**src/inc/cmp_gain_defines.svh**
```systemverilog
`ifndef CMP_GAIN_DEFINES_SVH
`define CMP_GAIN_DEFINES_SVH

// ****************************************************************
// Register offsets (8-bit registers, one per address)
// ****************************************************************
`define OFS_AMP_CONTROL   4'h0
`define OFS_PRST_ONE      4'h1
`define OFS_PCLKEN_ONE    4'h2
`define OFS_CMP_INSEL     4'h3
`define OFS_CMP_MODE      4'h4
`define OFS_CMP_FILTER    4'h5
`define OFS_IRQ_STATUS    4'h6
`define OFS_IRQ_MASK      4'h7

// ****************************************************************
// Field positions
// ****************************************************************
`define BIT_AMP_ENABLE    7
`define BIT_FB_GND_SEL    3
`define BIT_CMP_RESET     5
`define BIT_CMP_CLK_EN    5
`define BIT_RESULT_FLAG   3
`define BIT_REF_SRC_SEL   2
`define BIT_WINDOW_SEL    1
`define BIT_CMP_ENABLE    0
`define BIT_BOTH_EDGE     3
`define BIT_EDGE_POL      2

// ****************************************************************
// Reset values and write masks
// ****************************************************************
`define RST_AMP_CONTROL   8'h00
`define RST_PRST_ONE      8'h00
`define RST_PCLKEN_ONE    8'h00
`define RST_CMP_INSEL     8'h00
`define RST_CMP_MODE      8'h00
`define RST_CMP_FILTER    8'h00
`define RST_IRQ_MASK      8'h00
`define WMASK_AMP_CONTROL 8'h8B
`define WMASK_PRST_ONE    8'h20
`define WMASK_PCLKEN_ONE  8'h20
`define WMASK_CMP_INSEL   8'h0F
`define WMASK_CMP_MODE    8'h07
`define WMASK_CMP_FILTER  8'h0F

// ****************************************************************
// Filter sampling dividers
// ****************************************************************
`define DIV_BY_8_LAST     5'h07
`define DIV_BY_32_LAST    5'h1F
`define ZERO_BYTE         8'h00

`endif

```
**src/inc/cmp_gain_pkg.sv**
```systemverilog
package cmp_gain_pkg;
   typedef enum logic [1:0] {
      GAIN_X4  = 2'h0,
      GAIN_X8  = 2'h1,
      GAIN_X16 = 2'h2,
      GAIN_X32 = 2'h3
   } gain_code_t;

   typedef enum logic [1:0] {
      PLUS_NONE   = 2'h0,
      PLUS_PIN    = 2'h1,
      PLUS_AMP    = 2'h2,
      PLUS_BANNED = 2'h3
   } plus_sel_t;

   typedef enum logic [1:0] {
      MINUS_NONE   = 2'h0,
      MINUS_PIN    = 2'h1,
      MINUS_DAC    = 2'h2,
      MINUS_BANNED = 2'h3
   } minus_sel_t;

   typedef enum logic [1:0] {
      FILT_OFF    = 2'h0,
      FILT_CLK    = 2'h1,
      FILT_DIV8   = 2'h2,
      FILT_DIV32  = 2'h3
   } filt_sel_t;

   typedef enum logic [2:0] {
      FS_IDLE   = 3'b001,
      FS_LOW    = 3'b010,
      FS_HIGH   = 3'b100
   } filt_state_t;
endpackage : cmp_gain_pkg

```
**src/rtl/comparator_gain_control.sv**
```systemverilog
`include "cmp_gain_defines.svh"
`timescale 1ns/1ps
`default_nettype none

module comparator_gain_control
(
   input  wire logic                     clk_sys,       // System clock 125 MHz
   input  wire logic                     reset,         // Sync reset, active high
   input  wire logic                     clk_en,        // Freezes all state when low
   input  wire logic [3:0]               reg_addr,      // Register address
   input  wire logic [7:0]               reg_wdata,     // Write data
   input  wire logic                     reg_wr,        // Write strobe
   input  wire logic                     reg_rd,        // Read strobe
   output logic      [7:0]               reg_rdata,     // Read data, cycle after strobe
   input  wire logic                     cmp_above_low, // Plus input above lower ref
   input  wire logic                     cmp_below_up,  // Plus input below upper ref
   output logic                          amp_enable,    // Amplifier running
   output logic                          feedback_ground_select, // 1: amp ground pin
   output cmp_gain_pkg::gain_code_t      gain_code,     // Amplification factor
   output logic                          cmp_in_reset,  // Comparator held in reset
   output logic                          cmp_clk_on,    // Comparator clock supplied
   output cmp_gain_pkg::plus_sel_t       plus_route,    // Plus input routing
   output cmp_gain_pkg::minus_sel_t      minus_route,   // Minus input routing
   output logic                          ref_from_bandgap, // Reference from bandgap pin
   output logic                          window_mode,   // Window comparison active
   output logic                          cmp_active,    // Comparator enable bit, not gated by its clock or reset
   output logic                          edge_irq,      // One-cycle edge request
   output logic                          irq            // Level interrupt
);
   import cmp_gain_pkg::*;

   // ****************************************************************
   // Register state
   // ****************************************************************
   logic [7:0]  amp_ctl_ff;
   logic [7:0]  prst_ff;
   logic [7:0]  pclk_ff;
   logic [7:0]  insel_ff;
   logic [7:0]  mode_ff;
   logic [7:0]  filt_ff;
   logic        irq_stat_ff;
   logic        irq_mask_ff;
   logic [7:0]  rdata_ff;
   logic        result_ff;
   logic        filt_out_ff;
   logic        filt_prev_ff;
   logic        filt_cand_ff;
   filt_state_t fstate_ff;
   logic [4:0]  div_ff;
   logic        edge_ff;
   logic        irq_ff;

   // ****************************************************************
   // Decode
   // ****************************************************************
   function automatic logic hit(input logic [3:0] a, input logic [3:0] ofs);
      hit = (a == ofs);
   endfunction : hit

   wire wr_amp   = clk_en && reg_wr && hit(reg_addr, `OFS_AMP_CONTROL);
   wire wr_prst  = clk_en && reg_wr && hit(reg_addr, `OFS_PRST_ONE);
   wire wr_pclk  = clk_en && reg_wr && hit(reg_addr, `OFS_PCLKEN_ONE);
   wire wr_insel = clk_en && reg_wr && hit(reg_addr, `OFS_CMP_INSEL);
   wire wr_mode  = clk_en && reg_wr && hit(reg_addr, `OFS_CMP_MODE);
   wire wr_filt  = clk_en && reg_wr && hit(reg_addr, `OFS_CMP_FILTER);
   wire wr_stat  = clk_en && reg_wr && hit(reg_addr, `OFS_IRQ_STATUS);
   wire wr_mask  = clk_en && reg_wr && hit(reg_addr, `OFS_IRQ_MASK);

   // Forbidden selection codes are dropped, field keeps old value
   wire [1:0] wr_plus  = (reg_wdata[3:2] == PLUS_BANNED) ? insel_ff[3:2] : reg_wdata[3:2];
   wire [1:0] wr_minus = (reg_wdata[1:0] == MINUS_BANNED) ? insel_ff[1:0] : reg_wdata[1:0];

   // ****************************************************************
   // Comparator core
   // ****************************************************************
   wire cmp_clk_ok  = pclk_ff[`BIT_CMP_CLK_EN];
   wire cmp_rst     = prst_ff[`BIT_CMP_RESET];
   wire cmp_run     = cmp_clk_ok && !cmp_rst && mode_ff[`BIT_CMP_ENABLE];
   wire win_on      = mode_ff[`BIT_WINDOW_SEL];
   wire raw_std     = cmp_above_low;
   wire raw_win     = cmp_above_low && cmp_below_up;
   wire raw_result  = cmp_run && (win_on ? raw_win : raw_std);

   // ****************************************************************
   // Noise filter
   // ****************************************************************
   wire [1:0] fsel      = filt_ff[1:0];
   wire       div_last  = (fsel == FILT_DIV8) ? (div_ff == `DIV_BY_8_LAST)
                                              : (div_ff == `DIV_BY_32_LAST);
   wire       tick      = (fsel == FILT_CLK) || (fsel != FILT_OFF && div_last);
   wire [4:0] nxt_div   = (fsel == FILT_OFF || div_last) ? 5'h00 : div_ff + 5'h01;
   wire       stable    = (result_ff == filt_cand_ff);
   wire       filt_edge = tick && stable && (filt_cand_ff != filt_out_ff);
   wire       nxt_filt_out = (fsel == FILT_OFF) ? result_ff
                            : (filt_edge ? filt_cand_ff : filt_out_ff);
   wire       nxt_cand  = tick ? result_ff : filt_cand_ff;

   filt_state_t nxt_fstate;
   always_comb
   begin
      case (fstate_ff)
         FS_IDLE: nxt_fstate = FS_LOW;
         FS_LOW:  nxt_fstate = nxt_filt_out ? FS_HIGH : FS_LOW;
         FS_HIGH: nxt_fstate = nxt_filt_out ? FS_HIGH : FS_LOW;
         default: nxt_fstate = FS_IDLE;
      endcase
   end

   // ****************************************************************
   // Edge detect
   // ****************************************************************
   wire rise     = filt_out_ff && !filt_prev_ff;
   wire fall     = !filt_out_ff && filt_prev_ff;
   wire pol_edge = filt_ff[`BIT_EDGE_POL] ? fall : rise;
   wire nxt_edge = (fstate_ff != FS_IDLE) &&
                   (filt_ff[`BIT_BOTH_EDGE] ? (rise || fall) : pol_edge);
   wire nxt_stat = edge_ff || (irq_stat_ff && !(wr_stat && reg_wdata[0]));
   wire nxt_irq  = nxt_stat && irq_mask_ff;

   // ****************************************************************
   // Read mux
   // ****************************************************************
   wire [7:0] mode_rd = {4'h0, result_ff, mode_ff[2:0]};
   wire [7:0] nxt_rdata =
      !reg_rd                              ? `ZERO_BYTE :
      hit(reg_addr, `OFS_AMP_CONTROL)      ? amp_ctl_ff :
      hit(reg_addr, `OFS_PRST_ONE)         ? prst_ff :
      hit(reg_addr, `OFS_PCLKEN_ONE)       ? pclk_ff :
      hit(reg_addr, `OFS_CMP_INSEL)        ? insel_ff :
      hit(reg_addr, `OFS_CMP_MODE)         ? mode_rd :
      hit(reg_addr, `OFS_CMP_FILTER)       ? filt_ff :
      hit(reg_addr, `OFS_IRQ_STATUS)       ? {7'h00, irq_stat_ff} :
      hit(reg_addr, `OFS_IRQ_MASK)         ? {7'h00, irq_mask_ff} : `ZERO_BYTE;

   // ****************************************************************
   // Registers
   // ****************************************************************
   always_ff @(posedge clk_sys)
   begin
      if (reset)
      begin
         amp_ctl_ff  <= `RST_AMP_CONTROL;
         prst_ff     <= `RST_PRST_ONE;
         pclk_ff     <= `RST_PCLKEN_ONE;
         insel_ff    <= `RST_CMP_INSEL;
         mode_ff     <= `RST_CMP_MODE;
         filt_ff     <= `RST_CMP_FILTER;
         irq_mask_ff <= 1'b0;
         rdata_ff    <= `ZERO_BYTE;
      end
      else if (clk_en)
      begin
         if (wr_amp)
            amp_ctl_ff <= reg_wdata & `WMASK_AMP_CONTROL;
         if (wr_prst)
            prst_ff <= reg_wdata & `WMASK_PRST_ONE;
         if (wr_pclk)
            pclk_ff <= reg_wdata & `WMASK_PCLKEN_ONE;
         if (wr_insel && cmp_clk_ok)
            insel_ff <= {4'h0, wr_plus, wr_minus};
         if (wr_mode && cmp_clk_ok)
            mode_ff <= reg_wdata & `WMASK_CMP_MODE;
         if (wr_filt && cmp_clk_ok)
            filt_ff <= reg_wdata & `WMASK_CMP_FILTER;
         if (wr_mask)
            irq_mask_ff <= reg_wdata[0];
         rdata_ff <= nxt_rdata;
      end
   end

   // Comparator domain state, cleared by its own peripheral reset
   always_ff @(posedge clk_sys)
   begin
      if (reset || (clk_en && cmp_rst))
      begin
         result_ff    <= 1'b0;
         filt_out_ff  <= 1'b0;
         filt_prev_ff <= 1'b0;
         filt_cand_ff <= 1'b0;
         div_ff       <= 5'h00;
         fstate_ff    <= FS_IDLE;
         edge_ff      <= 1'b0;
      end
      else if (clk_en && cmp_clk_ok)
      begin
         result_ff    <= raw_result;
         filt_cand_ff <= nxt_cand;
         filt_out_ff  <= nxt_filt_out;
         filt_prev_ff <= filt_out_ff;
         div_ff       <= nxt_div;
         fstate_ff    <= nxt_fstate;
         edge_ff      <= nxt_edge;
      end
      else if (clk_en)
         edge_ff <= 1'b0;
   end

   // Status set wins over write-one clear
   always_ff @(posedge clk_sys)
   begin
      if (reset)
      begin
         irq_stat_ff <= 1'b0;
         irq_ff      <= 1'b0;
      end
      else if (clk_en)
      begin
         irq_stat_ff <= nxt_stat;
         irq_ff      <= nxt_irq;
      end
   end

   // ****************************************************************
   // Outputs
   // ****************************************************************
   assign reg_rdata              = rdata_ff;
   assign amp_enable             = amp_ctl_ff[`BIT_AMP_ENABLE];
   assign feedback_ground_select = amp_ctl_ff[`BIT_FB_GND_SEL];
   assign gain_code              = gain_code_t'(amp_ctl_ff[1:0]);
   assign cmp_in_reset           = prst_ff[`BIT_CMP_RESET];
   assign cmp_clk_on             = pclk_ff[`BIT_CMP_CLK_EN];
   assign plus_route             = plus_sel_t'(insel_ff[3:2]);
   assign minus_route            = minus_sel_t'(insel_ff[1:0]);
   assign ref_from_bandgap       = mode_ff[`BIT_REF_SRC_SEL];
   assign window_mode            = mode_ff[`BIT_WINDOW_SEL];
   assign cmp_active             = mode_ff[`BIT_CMP_ENABLE];
   assign edge_irq               = edge_ff;
   assign irq                    = irq_ff;

endmodule : comparator_gain_control

`default_nettype wire

```
**config.mk**
```make
export PLATFORM = sky130hd
export DESIGN_NAME = comparator_gain_control
export DESIGN_NICKNAME = d
export VERILOG_FILES = /design/src/inc/cmp_gain_pkg.sv /design/src/rtl/comparator_gain_control.sv
export VERILOG_INCLUDE_DIRS = /design/src /design/src/inc
export SDC_FILE = /design/constraint.sdc
export NUM_CORES = 1
export LEC_CHECK = 0
export BUFFER_PORTS_ARGS = -buffer_cell sky130_fd_sc_hd__buf_2
export CAP_MARGIN = 10
export CORE_UTILIZATION = 58
export CTS_BUF_LIST = sky130_fd_sc_hd__clkbuf_4 sky130_fd_sc_hd__clkbuf_8 sky130_fd_sc_hd__clkbuf_16
export CTS_CLUSTER_SIZE = 30
export DETAILED_ROUTE_END_ITERATION = 8
export PLACE_DENSITY = 0.84
export SLEW_MARGIN = 20
export SYNTH_ARGS = -nofsm -noshare
export SYNTH_HDL_FRONTEND = slang
export SYNTH_SLANG_ARGS = --single-unit
```
**constraint.sdc**
```tcl
create_clock -name clk_sys -period 2.9 [get_ports clk_sys]
set_clock_uncertainty 0.15 [all_clocks]
set_input_delay 0.145 -clock clk_sys [delete_from_list [all_inputs] [get_ports clk_sys]]
set_output_delay 0.145 -clock clk_sys [all_outputs]
set_load 0.02 [all_outputs]
```
# --- After elaboration in Yosys (flattened, before gate mapping) ---
# Cells that the tools add are included.
op_classes:
  n_mux: 20
  n_reduce_logical: 50
  eq_ne: 19
  bitwise: 2
  addsub: 1
ops:
  columns: ["cell", "n"]
  rows:
  - ["$logic_and 1x1->1", 27]
  - ["$eq 4x3->1 const B", 4]
  - ["$mux 8", 2]
  - ["$reduce_and 2->1", 7]
  - ["$mux 4", 3]
  - ["$mux 6", 2]
  - ["$mux 1", 10]
  - ["$eq 4x2->1 const B", 2]
  - ["$eq 2x2->1 const B", 3]
  - ["$pmux 3 s2", 1]
  - ["$reduce_and 3->1", 2]
  - ["$add 5x1->5 const B", 1]
  - ["$eq 5x3->1 const B", 1]
  - ["$eq 5x5->1 const B", 1]
  - ["$logic_or 1x1->1", 5]
  - ["$mux 5", 1]
  - ["$eq 4x1->1 const B", 1]
  - ["$logic_not 1->1", 4]
  - ["$logic_not 4->1", 1]
  - ["$reduce_bool 2->1", 2]
  - ["$eq 3x1->1 const B", 1]
  - ["$eq 3x2->1 const B", 1]
  - ["$eq 3x3->1 const B", 1]
  - ["$mux 3", 1]
  - ["7 further kinds", 8]
totals:
  word_cells: 110
  out_inout_bits: 23
  inputBits: 19
  reg_bits: 41

# --- Longest topological paths before layout ---
logic_depth:
  ltp_word: 10
  depth_mapped: 7
  ltp_nobuf: 7

# --- Worst setup path before layout ---
# OpenSTA, ideal clock, no wires.
synth_timing:
  path_kind: "reg-to-reg"
  from: "register pclk_ff[5]"
  to: "register filt_ff[0]"
  setup_time_ns: 0.128
  required_ns: 2.622
  setup_slack_ns: 1.225
  path_stages_with_launch: 6
  synth_period_minus_slack_ns: 1.675
  path_buffers: 0
  t_arrival_ns: 1.398
  path_cell_list: "dfxtp_1 > and2_2 > nand4b_2 > nor3b_4 > mux2i_1 > nor2_1"
synth_between:
  elab_chain_len: 2
synth_lines:
  columns: ["item", "line", "text"]
  rows:
  - ["start: declaration", "comparator_gain_control.sv:37", "logic [7:0] pclk_ff;"]
  - ["start signal: assignment", "comparator_gain_control.sv:144", "pclk_ff <= `RST_PCLKEN_ONE;"]
  - ["start signal: assignment", "comparator_gain_control.sv:158", "pclk_ff <= reg_wdata & `WMASK_PCLKEN_ONE;"]
  - ["$logic_and 1x1->1", "comparator_gain_control.sv:163", "if (wr_filt && cmp_clk_ok)"]
  - ["$reduce_and 2->1 (no line)", null, null]
  - ["end signal: assignment", "comparator_gain_control.sv:147", "filt_ff <= `RST_CMP_FILTER;"]
  - ["end signal: assignment", "comparator_gain_control.sv:164", "filt_ff <= reg_wdata & `WMASK_CMP_FILTER;"]
  - ["end: declaration", "comparator_gain_control.sv:40", "logic [7:0] filt_ff;"]
# Every way passes these cells.
# A chain may end at the register's enable or synchronous reset.

# --- Worst setup path after layout ---
# Ends and elaborated chain as after synthesis.

==> impl_summary.txt <==
----------------------------------------------------
[Power and ir drop]
  Worst vdd rail ir drop ... 0.322 mV
  Leakage ... 0.939 nW
  Sw Share ... 26.2%
  Fraction of power consumed by sequential logic ... 59.6%
  Internal Dissipation ... 0.000669 W
  Portion of total power attributed to the clock network ... 32.0%
  Power density over the cells ... 395 nW/um^2
  Net Sw Power ... 0.000237 W
  Overall power after layout ... 0.000906 W
  Combinational Power Share ... 8.4%

[Logic synthesis]
  Number of standard cells after synthesis ... 230
  Avg Inst Size Synth ... 8.70 um^2
  Synth Cell Area ... 2000 um^2
  Most frequent cell after synthesis ... sky130_fd_sc_hd__dfxtp_1
  Fraction of the yosys area taken by sequential cells ... 39.0%
  Largest cells by area after synthesis ... sky130_fd_sc_hd__dfxtp_1, sky130_fd_sc_hd__mux2i_1, sky130_fd_sc_hd__nor2_1, sky130_fd_sc_hd__a21oi_1, sky130_fd_sc_hd__nand2_1
  Distinct cell type count of the synthesized netlist ... 51
  Warning count from the yosys run ... 0
  Most used flip-flop cell after synthesis ... sky130_fd_sc_hd__dfxtp_1
  Post-synth top area cell ... sky130_fd_sc_hd__dfxtp_1
  Number of enable-type register cells in the synthesized netlist ... 0
  Top cell type's share of synthesized area ... 39.0%
  Cell types with the highest counts after synthesis ... sky130_fd_sc_hd__dfxtp_1, sky130_fd_sc_hd__nor2_1, sky130_fd_sc_hd__mux2i_1
  FF+latch count, synth ... 39
  Post-synthesis async set-or-reset flop share ... 0%

[Global routing]
  Wire length of the first global-routing pass ... 7230 um
  Overall global routing resource usage ... 26.9%
  Congestion Overflow GR ... 0
  Initial antenna violation count ... 0
  Number of global-route vias before repair ... 1,607
  Pin count of the biggest net entering global routing ... 27

[Cells and area]
  Area Growth Syn to Fin ... 14.7%
  Total area of multi-input combinational cells ... 1120 um^2
  Layout Nets ... 292
  Total of fill cells in the finished design ... 241
  Share of final-layout standard cells stronger than drive strength 1 ... 21.8%
  Ant. Diodes ... 0
  Register area ... 781 um^2

[Hold path]
  Worst min-delay path startpoint ... clk_en
  Worst hold path type ... in2reg

[Critical path]
  Worst Path Max Fanout ... 13
  Worst setup SP type ... flip-flop
  Setup crit end kind ... flip-flop
  WS Path Type ... reg2reg
  Setup crit start ... pclk_ff[5]$_SDFFE_PP0P_
  Launch instance of the worst register-to-register path ... pclk_ff[5]$_SDFFE_PP0P_
  Data required time at the worst endpoint ... 2.99 ns
  Data arrival, critical path ... 1.95 ns

[Floorplanning]
  Total I/O pin count ... 42
  Number of placement rows ... 20
  Core Footprint ... 3150 um^2
  DIE HEIGHT ... 60.7 um
  Starting density of the core ... 63.5%
  Chip width ... 60.7 um
  Die Outline Area ... 3690 um^2

[Timing]
  Final setup violation count ... 0
  Maximum clock frequency ... 539 MHz
  Count of endpoints failing hold in the final timing report ... 0
  Setup repair after global routing missed its margin ... no
  Max-slew violation count ... 0
  Setup_tns ... 0 ns
  Final critical-path share of the clock period ... 64.0%
  Final critical delay including setup and external delays ... 1.86 ns

[Flow run]
  Max Cap Viol ... 0

[Route]
  Total detailed-routing wirelength ... 4440 um
  Iter 0 DRT Violations ... 115
  Count of unresolved DRC violations after routing ... 0
  Drt first pass iters ... 4
  Vias after detailed routing ... 1,797
  Drt wl/cell ... 14.1 um
  Final ANT Viol Nets ... 0
  Vias per cell ... 5.70

[Status]
  Outcome ... finished, final reports clean

[Clock tree]
  Maximum number of buffers from clock root to sink ... 2
  Number of gates resized after CTS ... 0
  CTS root buf ... sky130_fd_sc_hd__clkbuf_4
  Number of buffers created by CTS ... 5
  CTS tree ... done
  Worst-Skew Late Latency ... 0.36 ns
  Number of H-tree levels ... 2
  Buffers inserted by post-CTS timing repair ... 0
  Number of sinks on the clock net ... 39
  Clock slew at reported path FFs ... 0.12 ns

[Placed design]
  # port buffers ... 37
  Global placer's final weighted congestion ... 0.855
  Half-perimeter wire length after placement ... 3160 um

----------------------------------------------------
[through the flow]
stage / instance area (um^2) / std cells / setup slack (ns) / hold slack [ns] / util [%]
detailed placement: 2160 / 299 / 1.00 / 0.242 / 68.4
global route: 2290 / 315 / 0.910 / 0.0451 / 72.8
floorplan: 2000 / 231 / 1.22 / 0.139 / -
CTS: 2290 / 315 / 1.03 / 0.0231 / 72.8
finish: 2290 / 315 / 1.04 / 0.0342 / 72.8
global placement: 2160 / 299 / 1.03 / 0.224 / 68.4
[cells by family after synthesis]
group           Yosys count  share of synthesized area [%]
mux                      21                           10.5
compound gates           45                           15.7
flops                    39                           39.0
xor+xnor                  4                           1.75
simple gates             99                           25.6
fa+ha+maj                 3                           1.88
other cells               1                          0.187
buf+inv                  18                           5.32
[what timing repair did]
item,4_1_cts,5_1_grt
setup endpoints to repair,0,0
hold buffers,8,0
endpoints found under the hold margin,19,0
[power groups by stage]
stage / clock network (W) / logic, W / registers (W)
final: 0.000290 / 0.0000760 / 0.000540
after global routing: 0.000320 / 0.0000827 / 0.000541
after CTS: 0.000293 / 0.0000745 / 0.000540
after detailed placement: 0 / 0.0000661 / 0.000552
after global placement: 0 / 0.0000658 / 0.000552
after floorplan: 0 / 0.0000455 / 0.000553
[state kept, by name (all words and copies together) (netlist names)]
name,count
filt_cand_ff,1
irq,1
result_ff,1
pclk_ff,1
fstate_ff,3
prst_ff,1
amp_ctl_ff,4
filt_ff,4
insel_ff,4
filt_prev_ff,1
filt_out_ff,1
div_ff,5
reg_rdata,6
edge_irq,1
irq_stat_ff,1
mode_ff,3
irq_mask_ff,1
[critical path: stages, from the launching register on]
cell	delay (ns)
sky130_fd_sc_hd__dfxtp_1	0.44
sky130_fd_sc_hd__and2_2	0.35
sky130_fd_sc_hd__nand4b_2	0.19
sky130_fd_sc_hd__nor3b_4	0.34
sky130_fd_sc_hd__mux2i_1	0.23
sky130_fd_sc_hd__nor2_1	0.05
[routing by layer]
metal / wire length [um] / global-route usage [%] / vias to the layer above
met5: 0 / 0 / -
met4: 91 / 13.0 / 0
met3: 260 / 6.18 / 10
li1: - / - / 899
met2: 1980 / 40.2 / 67
met1: 2100 / 36.8 / 821
[final timing paths]
kind                                                  end  slack [ns]  depth (start not counted)
worst min-delay path            reg_rdata[5]$_SDFFE_PP0P_        0.03                          3
worst min register to register  reg_rdata[7]$_SDFFE_PP0P_        0.31                          2
worst max-delay path              filt_ff[0]$_SDFFE_PP0P_        1.04                          5
worst max register to register    filt_ff[0]$_SDFFE_PP0P_        1.04                          5
[placed cells by master (no fill, tap or decap), drive strengths merged, types with 4 or more instances in the layout]
cell and n:
nand3 6, a21oi 16, nand4 7, nand2 20, clkbuf 6, nor2 38, nor3 6, buf 37
nor2b 5, inv 5, nand4b 4, dfxtp 39, dlygate4sd3 8, mux2i 21, o21ai 6
[cell type report]
| class | instances | area share (%) |
|---|---|---|
| Clock buffer | 6 | 1.96 |
| Clock inverter | 2 | 0.545 |
| Inverter | 5 | 0.818 |
| Multi-Input combinational cell | 174 | 48.7 |
| Sequential cell | 39 | 34.0 |
| Tap cell | 44 | 2.40 |
| Timing Repair Buffer | 45 | 11.6 |
Note: power is estimated with default switching activity, not from simulation.
